$ cat src/pkg/asp_pkg.sv
// Contract
// - din captured on serial clock falling edge
// - modes 00/01/10: dout launched on falling
// - mode 11: dout launched on rising edge
// - dout high impedance while chip select high
// - interface active only while chip select low
// - conversion done low marks valid result
// - dac load acts asynchronously, active low
// - load low makes output registers transparent
// - strap high: dac inputs power up FFFh
// - strap low: dac inputs power up 000h
`default_nettype none

package asp_pkg;

    ////////////////////////////////////////////////////////////////////////////
    // sizes and encodings
    localparam int unsigned WORD_BITS = 16;
    localparam int unsigned CNT_W     = 5;
    localparam int unsigned DAC_BITS  = 12;
    localparam int unsigned DAC_NUM   = 8;
    localparam int unsigned CH_W      = 3;

    localparam logic [CNT_W-1:0]    BIT_LAST     = 5'h0F;
    localparam logic [CNT_W-1:0]    BIT_CNT_RST  = 5'h00;
    localparam logic [1:0]          MODE_RISE    = 2'h3;   // only mode that launches on rising
    localparam logic [DAC_BITS-1:0] DAC_ALL_ONES = 12'hFFF;
    localparam logic [DAC_BITS-1:0] DAC_ZERO     = 12'h000;
    localparam logic [WORD_BITS-1:0] WORD_RST    = 16'h0000;

    ////////////////////////////////////////////////////////////////////////////
    // types
    typedef enum logic [1:0] {
        ASP_ST_INIT,
        ASP_ST_IDLE,
        ASP_ST_FRAME
    } asp_state_t;

    // dac input register write request from the command decoder
    typedef struct packed {
        logic                valid;
        logic [CH_W-1:0]     ch;
        logic [DAC_BITS-1:0] data;
    } asp_dac_wr_t;

    // conversion result handed in by the converter core
    typedef struct packed {
        logic                 done;
        logic [WORD_BITS-1:0] data;
    } asp_conv_t;

endpackage : asp_pkg

`default_nettype wire

$ cat src/asp_dac_chan.sv
`timescale 1ns/1ps
`default_nettype none

// one dac channel: input register plus load-gated output register
module asp_dac_chan (
    input  wire logic                          clk_i,
    input  wire logic                          arst_n_i,
    input  wire logic                          init_i,
    input  wire logic [asp_pkg::DAC_BITS-1:0]  init_val_i,
    input  wire logic                          wr_i,
    input  wire logic [asp_pkg::DAC_BITS-1:0]  wr_data_i,
    input  wire logic                          dac_load_n_i,
    output logic      [asp_pkg::DAC_BITS-1:0]  dac_o
);

    typedef struct packed {
        logic [asp_pkg::DAC_BITS-1:0] in_reg;
        logic [asp_pkg::DAC_BITS-1:0] out_reg;
    } asp_chan_st_t;

    asp_chan_st_t st_q;
    asp_chan_st_t st_d;

    ////////////////////////////////////////////////////////////////////////////
    // init wins over a write in the same cycle
    always_comb begin
        st_d = st_q;
        if (init_i) begin
            st_d.in_reg  = init_val_i;
            st_d.out_reg = init_val_i;
        end else begin
            if (wr_i) begin
                st_d.in_reg = wr_data_i;
            end
            if (!dac_load_n_i) begin
                st_d.out_reg = st_q.in_reg;
            end
        end
    end

    always_ff @(posedge clk_i or negedge arst_n_i) begin
        if (!arst_n_i) begin
            st_q.in_reg  <= asp_pkg::DAC_ZERO;
            st_q.out_reg <= asp_pkg::DAC_ZERO;
        end else begin
            st_q <= st_d;
        end
    end

    // the bypass needs no clock, so load takes effect at once
    assign dac_o = dac_load_n_i ? st_q.out_reg : st_q.in_reg;

    ////////////////////////////////////////////////////////////////////////////
    // checks
    a_load_transparent: assert property (@(posedge clk_i) disable iff (!arst_n_i)
        !dac_load_n_i |-> dac_o == st_q.in_reg)
        else $error("dac output not transparent while load low");

    a_load_hold: assert property (@(posedge clk_i) disable iff (!arst_n_i)
        (dac_load_n_i && $past(dac_load_n_i) && !$past(init_i)) |-> $stable(dac_o))
        else $error("dac output moved while load high");

    a_async_update: assert property (@(posedge clk_i) disable iff (!arst_n_i)
        ($fell(dac_load_n_i) && !$past(init_i)) |-> dac_o == $past(st_d.in_reg))
        else $error("dac output did not follow load at once");

endmodule : asp_dac_chan

`default_nettype wire

$ cat src/asp_edge.sv
`timescale 1ns/1ps
`default_nettype none

// edge finder for a pin that is already synchronous to clk_i
module asp_edge #(
    parameter logic RST_VAL = 1'b0
) (
    input  wire logic clk_i,
    input  wire logic arst_n_i,
    input  wire logic sig_i,
    output logic      rise_o,
    output logic      fall_o
);

    typedef struct packed {
        logic prev;
    } asp_edge_st_t;

    asp_edge_st_t st_q;
    asp_edge_st_t st_d;

    ////////////////////////////////////////////////////////////////////////////
    // next state
    always_comb begin
        st_d      = st_q;
        st_d.prev = sig_i;
    end

    always_ff @(posedge clk_i or negedge arst_n_i) begin
        if (!arst_n_i) begin
            st_q.prev <= RST_VAL;
        end else begin
            st_q <= st_d;
        end
    end

    // edges show in the same cycle as the pin change
    assign rise_o = sig_i & ~st_q.prev;
    assign fall_o = ~sig_i & st_q.prev;

endmodule : asp_edge

`default_nettype wire

$ cat src/asp_serial_port.sv
`timescale 1ns/1ps
`default_nettype none

// serial pin interface of the combined converter: shift logic on the host
// serial clock, conversion-done flag and the dac register bank
module asp_serial_port (
    input  wire logic                                          clk_i,
    input  wire logic                                          arst_n_i,
    // serial pins, sampled as synchronous to clk_i
    input  wire logic                                          sclk_i,
    input  wire logic                                          cs_n_i,
    input  wire logic                                          din_i,
    output logic                                               dout_o,
    output logic                                               dout_oe_n_o,
    output logic                                               eoc_n_o,
    // dac control pins
    input  wire logic                                          dac_load_n_i,
    input  wire logic                                          powerup_level_select_i,
    output logic [asp_pkg::DAC_NUM-1:0][asp_pkg::DAC_BITS-1:0] dac_outputs_o,
    // device side
    input  wire logic [1:0]                                    clk_mode_i,
    input  wire asp_pkg::asp_conv_t                            conv_i,
    input  wire asp_pkg::asp_dac_wr_t                          dac_wr_i,
    output logic [asp_pkg::WORD_BITS-1:0]                      rx_word_o,
    output logic                                               rx_valid_o
);

    // limits of this port:
    // - sclk_i is sampled on clk_i, so each half period needs at least one clk_i cycle,
    //   or an edge is lost and the word slips by a bit
    // - the clock mode is read on every edge; change it only between frames
    // - a result that lands in the cycle a frame starts keeps the flag low,
    //   but that frame still sends the older result
    // - a frame of fewer than sixteen falls never reaches rx_word_o

    typedef struct packed {
        asp_pkg::asp_state_t           state;
        logic [asp_pkg::CNT_W-1:0]     bit_cnt;
        logic [asp_pkg::WORD_BITS-1:0] rx_shift;
        logic [asp_pkg::WORD_BITS-1:0] tx_shift;
        logic [asp_pkg::WORD_BITS-1:0] result;
        logic [asp_pkg::WORD_BITS-1:0] rx_word;
        logic                          rx_valid;
        logic                          eoc_n;
    } asp_port_st_t;

    asp_port_st_t st_q;
    asp_port_st_t st_d;

    logic sclk_rise;
    logic sclk_fall;
    logic cs_rise;
    logic cs_fall;
    logic launch;
    logic init;

    ////////////////////////////////////////////////////////////////////////////
    // pin edge finders; the host clock idles high, so a low reset value
    // would show a false rise in the first cycle after reset
    asp_edge #(.RST_VAL(1'b1)) u_sclk_edge (
        .clk_i    (clk_i),
        .arst_n_i (arst_n_i),
        .sig_i    (sclk_i),
        .rise_o   (sclk_rise),
        .fall_o   (sclk_fall)
    );

    // chip select idles high, so no false fall after reset
    asp_edge #(.RST_VAL(1'b1)) u_cs_edge (
        .clk_i    (clk_i),
        .arst_n_i (arst_n_i),
        .sig_i    (cs_n_i),
        .rise_o   (cs_rise),
        .fall_o   (cs_fall)
    );

    // launch edge depends on the programmed clock mode
    assign launch = (clk_mode_i == asp_pkg::MODE_RISE) ? sclk_rise : sclk_fall;
    assign init   = (st_q.state == asp_pkg::ASP_ST_INIT);

    ////////////////////////////////////////////////////////////////////////////
    // next state
    always_comb begin
        st_d          = st_q;
        st_d.rx_valid = 1'b0;
        case (st_q.state)
            asp_pkg::ASP_ST_INIT: begin
                // strap is caught by the dac bank this cycle, after reset release
                st_d.state = asp_pkg::ASP_ST_IDLE;
            end
            asp_pkg::ASP_ST_IDLE: begin
                if (!cs_n_i) begin
                    st_d.state    = asp_pkg::ASP_ST_FRAME;
                    st_d.bit_cnt  = asp_pkg::BIT_CNT_RST;
                    st_d.tx_shift = st_q.result;
                    st_d.eoc_n    = 1'b1;   // reading starts, result consumed
                end
            end
            asp_pkg::ASP_ST_FRAME: begin
                if (cs_n_i) begin
                    // partial word is dropped, not delivered
                    st_d.state    = asp_pkg::ASP_ST_IDLE;
                    st_d.bit_cnt  = asp_pkg::BIT_CNT_RST;
                    st_d.rx_shift = asp_pkg::WORD_RST;
                end else begin
                    if (sclk_fall) begin
                        st_d.rx_shift = {st_q.rx_shift[asp_pkg::WORD_BITS-2:0], din_i};
                        if (st_q.bit_cnt == asp_pkg::BIT_LAST) begin
                            st_d.bit_cnt  = asp_pkg::BIT_CNT_RST;
                            st_d.rx_word  = {st_q.rx_shift[asp_pkg::WORD_BITS-2:0], din_i};
                            st_d.rx_valid = 1'b1;
                        end else begin
                            st_d.bit_cnt = st_q.bit_cnt + 5'h01;
                        end
                    end
                    if (launch) begin
                        st_d.tx_shift = {st_q.tx_shift[asp_pkg::WORD_BITS-2:0], 1'b0};
                    end
                end
            end
            default: begin
                st_d.state = asp_pkg::ASP_ST_IDLE;
            end
        endcase
        // a new result sets the flag even in the cycle a frame clears it
        if (conv_i.done) begin
            st_d.result = conv_i.data;
            st_d.eoc_n  = 1'b0;
        end
    end

    always_ff @(posedge clk_i or negedge arst_n_i) begin
        if (!arst_n_i) begin
            st_q.state    <= asp_pkg::ASP_ST_INIT;
            st_q.bit_cnt  <= asp_pkg::BIT_CNT_RST;
            st_q.rx_shift <= asp_pkg::WORD_RST;
            st_q.tx_shift <= asp_pkg::WORD_RST;
            st_q.result   <= asp_pkg::WORD_RST;
            st_q.rx_word  <= asp_pkg::WORD_RST;
            st_q.rx_valid <= 1'b0;
            st_q.eoc_n    <= 1'b1;
        end else begin
            st_q <= st_d;
        end
    end

    ////////////////////////////////////////////////////////////////////////////
    // pin and device side outputs
    assign dout_o      = st_q.tx_shift[asp_pkg::WORD_BITS-1];
    assign dout_oe_n_o = cs_n_i | (st_q.state != asp_pkg::ASP_ST_FRAME);
    assign eoc_n_o     = st_q.eoc_n;
    assign rx_word_o   = st_q.rx_word;
    assign rx_valid_o  = st_q.rx_valid;

    ////////////////////////////////////////////////////////////////////////////
    // dac bank, strap decides the power-up code
    logic [asp_pkg::DAC_BITS-1:0] init_val;
    assign init_val = powerup_level_select_i ? asp_pkg::DAC_ALL_ONES : asp_pkg::DAC_ZERO;

    for (genvar g = 0; g < asp_pkg::DAC_NUM; g++) begin : g_dac
        asp_dac_chan u_chan (
            .clk_i        (clk_i),
            .arst_n_i     (arst_n_i),
            .init_i       (init),
            .init_val_i   (init_val),
            // channel index cast to the width of the select field
            .wr_i         (dac_wr_i.valid && (dac_wr_i.ch == asp_pkg::CH_W'(g))),
            .wr_data_i    (dac_wr_i.data),
            .dac_load_n_i (dac_load_n_i),
            .dac_o        (dac_outputs_o[g])
        );
    end

    ////////////////////////////////////////////////////////////////////////////
    // checks
    a_din_capture: assert property (@(posedge clk_i) disable iff (!arst_n_i)
        (st_q.state == asp_pkg::ASP_ST_FRAME && !cs_n_i && sclk_fall) |=> st_q.rx_shift[0] == $past(din_i))
        else $error("din not captured on serial clock fall");

    a_dout_fall_mode: assert property (@(posedge clk_i) disable iff (!arst_n_i)
        (st_q.state == asp_pkg::ASP_ST_FRAME && !cs_n_i && clk_mode_i != asp_pkg::MODE_RISE && sclk_fall)
        |=> dout_o == $past(st_q.tx_shift[asp_pkg::WORD_BITS-2]))
        else $error("dout not launched on fall in modes 00 01 10");

    a_dout_rise_mode: assert property (@(posedge clk_i) disable iff (!arst_n_i)
        (st_q.state == asp_pkg::ASP_ST_FRAME && !cs_n_i && clk_mode_i == asp_pkg::MODE_RISE)
        |=> dout_o == ($past(sclk_rise) ? $past(st_q.tx_shift[asp_pkg::WORD_BITS-2])
                                         : $past(st_q.tx_shift[asp_pkg::WORD_BITS-1])))
        else $error("dout not launched on rise in mode 11");

    a_dout_hiz: assert property (@(posedge clk_i) disable iff (!arst_n_i)
        cs_n_i |-> dout_oe_n_o)
        else $error("dout driven while chip select high");

    a_cs_gate: assert property (@(posedge clk_i) disable iff (!arst_n_i)
        (cs_n_i && $past(cs_n_i)) |-> (!rx_valid_o && st_q.bit_cnt == asp_pkg::BIT_CNT_RST))
        else $error("shift logic active while chip select high");

    a_eoc_fall: assert property (@(posedge clk_i) disable iff (!arst_n_i)
        conv_i.done |=> (!eoc_n_o && st_q.result == $past(conv_i.data)))
        else $error("conversion done not flagged with its result");

    a_cs_abort: assert property (@(posedge clk_i) disable iff (!arst_n_i)
        (st_q.state == asp_pkg::ASP_ST_FRAME && cs_rise) |=> (st_q.bit_cnt == asp_pkg::BIT_CNT_RST && !rx_valid_o))
        else $error("partial word not aborted on chip select rise");

    a_init_ones: assert property (@(posedge clk_i) disable iff (!arst_n_i)
        (init && powerup_level_select_i) |=> dac_outputs_o[0] == asp_pkg::DAC_ALL_ONES)
        else $error("dac did not power up to all ones");

    a_init_zero: assert property (@(posedge clk_i) disable iff (!arst_n_i)
        (init && !powerup_level_select_i) |=> dac_outputs_o[0] == asp_pkg::DAC_ZERO)
        else $error("dac did not power up to zero");

    ////////////////////////////////////////////////////////////////////////////
    // receive path
    a_valid_pulse: assert property (@(posedge clk_i) disable iff (!arst_n_i)
        rx_valid_o |=> !rx_valid_o)
        else $error("word valid held longer than one cycle");

    a_word_value: assert property (@(posedge clk_i) disable iff (!arst_n_i)
        rx_valid_o |-> (rx_word_o == st_q.rx_shift && $past(sclk_fall)))
        else $error("delivered word differs from the shifted bits");

    a_word_hold: assert property (@(posedge clk_i) disable iff (!arst_n_i)
        !rx_valid_o |-> $stable(rx_word_o))
        else $error("received word changed without a valid pulse");

    a_last_bit: assert property (@(posedge clk_i) disable iff (!arst_n_i)
        (st_q.state == asp_pkg::ASP_ST_FRAME && !cs_n_i && sclk_fall && st_q.bit_cnt == asp_pkg::BIT_LAST)
        |=> (rx_valid_o && st_q.bit_cnt == asp_pkg::BIT_CNT_RST))
        else $error("sixteenth bit did not deliver a word");

    a_cnt_range: assert property (@(posedge clk_i) disable iff (!arst_n_i)
        st_q.bit_cnt <= asp_pkg::BIT_LAST)
        else $error("bit counter ran past the last bit");

    ////////////////////////////////////////////////////////////////////////////
    // transmit path
    a_dout_quiet: assert property (@(posedge clk_i) disable iff (!arst_n_i)
        (st_q.state == asp_pkg::ASP_ST_FRAME && !cs_n_i && !launch) |=> $stable(dout_o))
        else $error("dout moved without a launch edge");

    a_frame_first: assert property (@(posedge clk_i) disable iff (!arst_n_i)
        (st_q.state == asp_pkg::ASP_ST_IDLE && !cs_n_i)
        |=> (st_q.state == asp_pkg::ASP_ST_FRAME && dout_o == $past(st_q.result[asp_pkg::WORD_BITS-1])))
        else $error("frame did not start with the result msb");

    ////////////////////////////////////////////////////////////////////////////
    // frame control
    a_oe_frame: assert property (@(posedge clk_i) disable iff (!arst_n_i)
        (!cs_n_i && st_q.state == asp_pkg::ASP_ST_FRAME) |-> !dout_oe_n_o)
        else $error("dout not driven inside a frame");

    a_oe_idle: assert property (@(posedge clk_i) disable iff (!arst_n_i)
        (st_q.state != asp_pkg::ASP_ST_FRAME) |-> dout_oe_n_o)
        else $error("dout driven outside a frame");

    a_idle_still: assert property (@(posedge clk_i) disable iff (!arst_n_i)
        (st_q.state == asp_pkg::ASP_ST_IDLE && cs_n_i) |=> $stable(st_q.rx_shift))
        else $error("shift register moved while deselected");

    a_valid_in_frame: assert property (@(posedge clk_i) disable iff (!arst_n_i)
        rx_valid_o |-> ($past(st_q.state) == asp_pkg::ASP_ST_FRAME && !$past(cs_n_i)))
        else $error("word delivered from outside a frame");

    a_abort_clean: assert property (@(posedge clk_i) disable iff (!arst_n_i)
        (st_q.state == asp_pkg::ASP_ST_FRAME && cs_n_i)
        |=> (st_q.state == asp_pkg::ASP_ST_IDLE && st_q.rx_shift == asp_pkg::WORD_RST))
        else $error("aborted frame left shift state behind");

    ////////////////////////////////////////////////////////////////////////////
    // conversion flag
    a_eoc_clear: assert property (@(posedge clk_i) disable iff (!arst_n_i)
        (st_q.state == asp_pkg::ASP_ST_IDLE && !cs_n_i && !conv_i.done) |=> eoc_n_o)
        else $error("conversion flag not cleared by a read");

    a_eoc_stands: assert property (@(posedge clk_i) disable iff (!arst_n_i)
        (!eoc_n_o && !(st_q.state == asp_pkg::ASP_ST_IDLE && !cs_n_i)) |=> !eoc_n_o)
        else $error("conversion flag dropped before a read");

    ////////////////////////////////////////////////////////////////////////////
    // power-up
    a_init_once: assert property (@(posedge clk_i) disable iff (!arst_n_i)
        init |=> !init)
        else $error("power-up cycle repeated");

    // every channel, not only the first, must take the strap code
    for (genvar k = 0; k < asp_pkg::DAC_NUM; k++) begin : g_init_chk
        a_chan_powerup: assert property (@(posedge clk_i) disable iff (!arst_n_i)
            init |=> dac_outputs_o[k] == $past(init_val))
            else $error("dac channel missed its power-up code");
    end

    c_load_write: cover property (@(posedge clk_i) disable iff (!arst_n_i) !dac_load_n_i && dac_wr_i.valid);
    c_full_word: cover property (@(posedge clk_i) disable iff (!arst_n_i) rx_valid_o);
    c_abort: cover property (@(posedge clk_i) disable iff (!arst_n_i)
        st_q.state == asp_pkg::ASP_ST_FRAME && cs_rise && st_q.bit_cnt != asp_pkg::BIT_CNT_RST);
    c_rise_mode: cover property (@(posedge clk_i) disable iff (!arst_n_i)
        !cs_n_i && clk_mode_i == asp_pkg::MODE_RISE && sclk_rise);
    c_eoc_read: cover property (@(posedge clk_i) disable iff (!arst_n_i) !eoc_n_o ##1 cs_fall);

endmodule : asp_serial_port

`default_nettype wire

$ cat config.mk
export PLATFORM = sky130hd
export DESIGN_NAME = asp_serial_port
export DESIGN_NICKNAME = d
export VERILOG_FILES = /design/src/pkg/asp_pkg.sv /design/src/asp_dac_chan.sv /design/src/asp_edge.sv /design/src/asp_serial_port.sv
export SDC_FILE = /design/constraint.sdc
export NUM_CORES = 1
export LEC_CHECK = 0
export BUFFER_PORTS_ARGS = -buffer_cell sky130_fd_sc_hd__buf_2
export CAP_MARGIN = 10
export CELL_PAD_IN_SITES_DETAIL_PLACEMENT = 0
export CELL_PAD_IN_SITES_GLOBAL_PLACEMENT = 1
export CORE_MARGIN = 5
export CORE_UTILIZATION = 44
export CTS_CLUSTER_DIAMETER = 100
export DETAILED_ROUTE_END_ITERATION = 10
export GPL_TIMING_DRIVEN = 0
export PLACE_DENSITY_LB_ADDON = 0.2
export SKIP_LAST_GASP = 1
export SLEW_MARGIN = 40
export SYNTH_ARGS = -nofsm -noshare
export SYNTH_HDL_FRONTEND = slang
export SYNTH_HIERARCHICAL = 1
export SYNTH_SLANG_ARGS = --single-unit
$ cat constraint.sdc
create_clock -name clk_i -period 2.1 [get_ports clk_i]
set_clock_uncertainty 0.2 [all_clocks]
set_input_delay 0.21 -clock clk_i [delete_from_list [all_inputs] [get_ports clk_i]]
set_output_delay 0.21 -clock clk_i [all_outputs]
set_load 0.02 [all_outputs]
==> results.ini <==
[outcome]
status=completed

[placement]
place_area_um2=14300
place_ws_ns=-0.368
dp_hpwl_mm=18.0
placed_cells=1427
portBuffers=156
place.gp.congestion=0.714

[critical_path]
critPathBufInv=1
rr_startpoint=st_q[71]
cp.required_ns=2.33
crit_start=st_q[71]
crit_arrival_ns=2.24
crit_path_end=rx_word_o[6]
critPathTopFamily=simple AND/OR/NAND/NOR gates
cp-start-kind=register
worstReg2RegEnd=rx_word_o[6]
cpPeakStageDelay_ns=0.45
reg2reg_depth=5
slowest_stage=dfrtp_2
crit_type=register to register
cp_cell_sequence=nor3b_4 -> and2_4 -> nor3b_4 -> buf_12 -> mux2_2
critPathMaxFanout=7
crit_top_cell=nor3b_4
rrSetupSlack_ns=0.09
critPathCaptureType=register
crit_cells=5

[global_route]
grt.total_usage=0.171
grt_max_degree=102
grt_pass1_vias=8078
overflow=0
grt_pass1_wl_mm=45.6
antenna_found_initial=1

[power]
powerDensity_nw_per_um2=1470
p_leak_nw=7.13
peakVddDrop_uv=846

[sta]
setup_tns_ns=0
worst_pin_slew_ns=0.634
setup_viol=0
drv_slew=0
fin_hold_ws_ns=0.0446
slew_headroom=0.574
fin_ws_ns=0.0897
hold_viol_final=0
rsz0062_at_grt=yes
period_needed_ns=2.01
clock.fmax_ghz=0.497
fin_crit_sh=0.957

[floorplan]
rows=62
core_um2=28800
die_x_um=181
fp.dieH_um=181
dieArea_um2=32800
start_util=0.447
io_pins=158

[job]
drv_cap=0

[yosys]
synth_nets=925
synth_xor_area_frac=0.000680
synthAdderAreaFrac=0.000972
avgSynthCellArea_um2=14.6
synth_ff_type=dfrtp_1
synth_edf_count=0
synth_compound_area_frac=0.0223
synth_top_family_by_area=multiplexers
synthSimpleGateAreaFrac=0.0316
async_flop_share=1.00
synth_cell_types=34
synth_warnings=6
synth_area_um2=12900
ys_seq_area_frac=0.515
muxShareOfSynthArea=0.390
synthCells=882
ys_ff_latch=265

[finish]
drive_gt1_frac=0.619
final_cell_mix=mux2_2, dfrtp_1, buf_2
final_area_um2=15700
final_common_cell=mux2_2
layout.nets=1153
layoutNonFillerInstCount=1519
areaGrowthSynthToFinish_pct=22.3

[route]
avgViaCountPerCell=5.06
firstDrtPassIters=5
ant_nets=0
wl_mm=28.6
num_vias=7685
wl_per_cell_um=18.8
route.detailed.drc=0
drt-initial-drc-count=288

[clock_tree]
clk_path_buf_depth=3
clkSinkCount=265
cts_root_buffer=clkbuf_16
numCtsBuffers=30
cts.htree.levels=1
cts.reportedPaths.clkPinSlew_ns=0.06
cts_tree=done
insertion_delay_ns=0.55

[hold_path]
worstHoldPathType=input port to register

-- timing repair --
action / CTS / global route
setup buffers: 2 / 3
gates resized for setup: 5 / 11
hold buffers: 31 / 0
setup endpoints to repair: 224 / 197
pin swaps: 0 / 3
endpoints found under the hold margin: 191 / 0
-- metrics by stage --
stage                      util  power, mW
final                     0.547       23.2
after global routing      0.547       24.6
after CTS                 0.545       23.5
after detailed placement  0.497       17.9
after global placement    0.491       17.6
after floorplan               -       15.4
-- cell families after synthesis --
family                   count (synthesis)
AO/OA/AOI/OAI                           40
XOR/XNOR                                 1
adder cells (fa/ha/maj)                  1
buffers and inverters                   73
flip-flops                             265
multiplexers                           416
AND/OR/NAND/NOR                         86
-- worst min-delay path by stage --
stage / depth (start not counted) / slack [ns] / to / from
floorplan: 0 / -0.29 / dout_o / arst_n_i
global placement: 1 / 0.13 / u_sclk_edge/st_q / sclk_i
global route: 3 / 0.05 / g_dac[5].u_chan/st_q[23] / dac_wr_i[11]
detailed placement: 1 / -0.07 / g_dac[2].u_chan/st_q[9] / arst_n_i
CTS: 3 / 0.03 / g_dac[4].u_chan/st_q[23] / dac_wr_i[11]
finish: 2 / 0.04 / g_dac[2].u_chan/st_q[9] / powerup_level_select_i
-- power breakdown --
group          total, mW  internal, mW  switching, mW
sequential          8.19          7.27          0.921
clock               5.41          3.37           2.04
combinational       9.61          5.26           4.35
-- sequential cells by signal (all words and copies together) (netlist names) --
signal	cells
st_q	53
eoc_n_o	1
g_dac.u_chan/st_q	192
rx_valid_o	1
u_sclk_edge/st_q	1
dout_o	1
rx_word_o	16
-- layer usage --
metal  global-route usage  routed length (µm)  up-vias  share of wire
li1                     -                   -     3610              -
met4               0.0342                 549        0          0.019
met5                    0                   0        -              0
met3               0.0382                1590       40          0.056
met2                0.284               13500      150           0.47
met1                0.233               12900     3885           0.45
-- cell usage after synthesis, types with 3 or more instances --
| cell | n | share of area |
|---|---|---|
| mux2_2 | 327 | 0.29 |
| dfrtp_1 | 263 | 0.51 |
| mux2_4 | 89 | 0.10 |
| nand2_1 | 36 | 0.010 |
| buf_2 | 25 | 0.0097 |
| nor2_1 | 25 | 0.0073 |
| buf_6 | 17 | 0.015 |
| buf_4 | 16 | 0.0093 |
| a22o_1 | 15 | 0.010 |
| a31oi_1 | 15 | 0.0073 |
| clkbuf_1 | 9 | 0.0026 |
| nand3_1 | 6 | 0.0023 |
| o21ai_0 | 5 | 0.0019 |
| inv_1 | 4 | 0.0012 |
| nand2b_1 | 4 | 0.0019 |
| nor2b_1 | 3 | 0.0015 |
| nor3_1 | 3 | 0.0012 |
-- area by class of cell --
class                           instances  area [µm²]
Multi-Input combinational cell        544        5760
Clock inverter                          6         105
Clock buffer                           49         933
Inverter                                4        15.0
Tap cell                              384         480
Timing Repair Buffer                  197        1310
Fill cell                            2459       13000
Buffer                                 68         492
Sequential cell                       265        6640
Antenna cell                            2        5.00
Power figures use the tool's default switching activity.
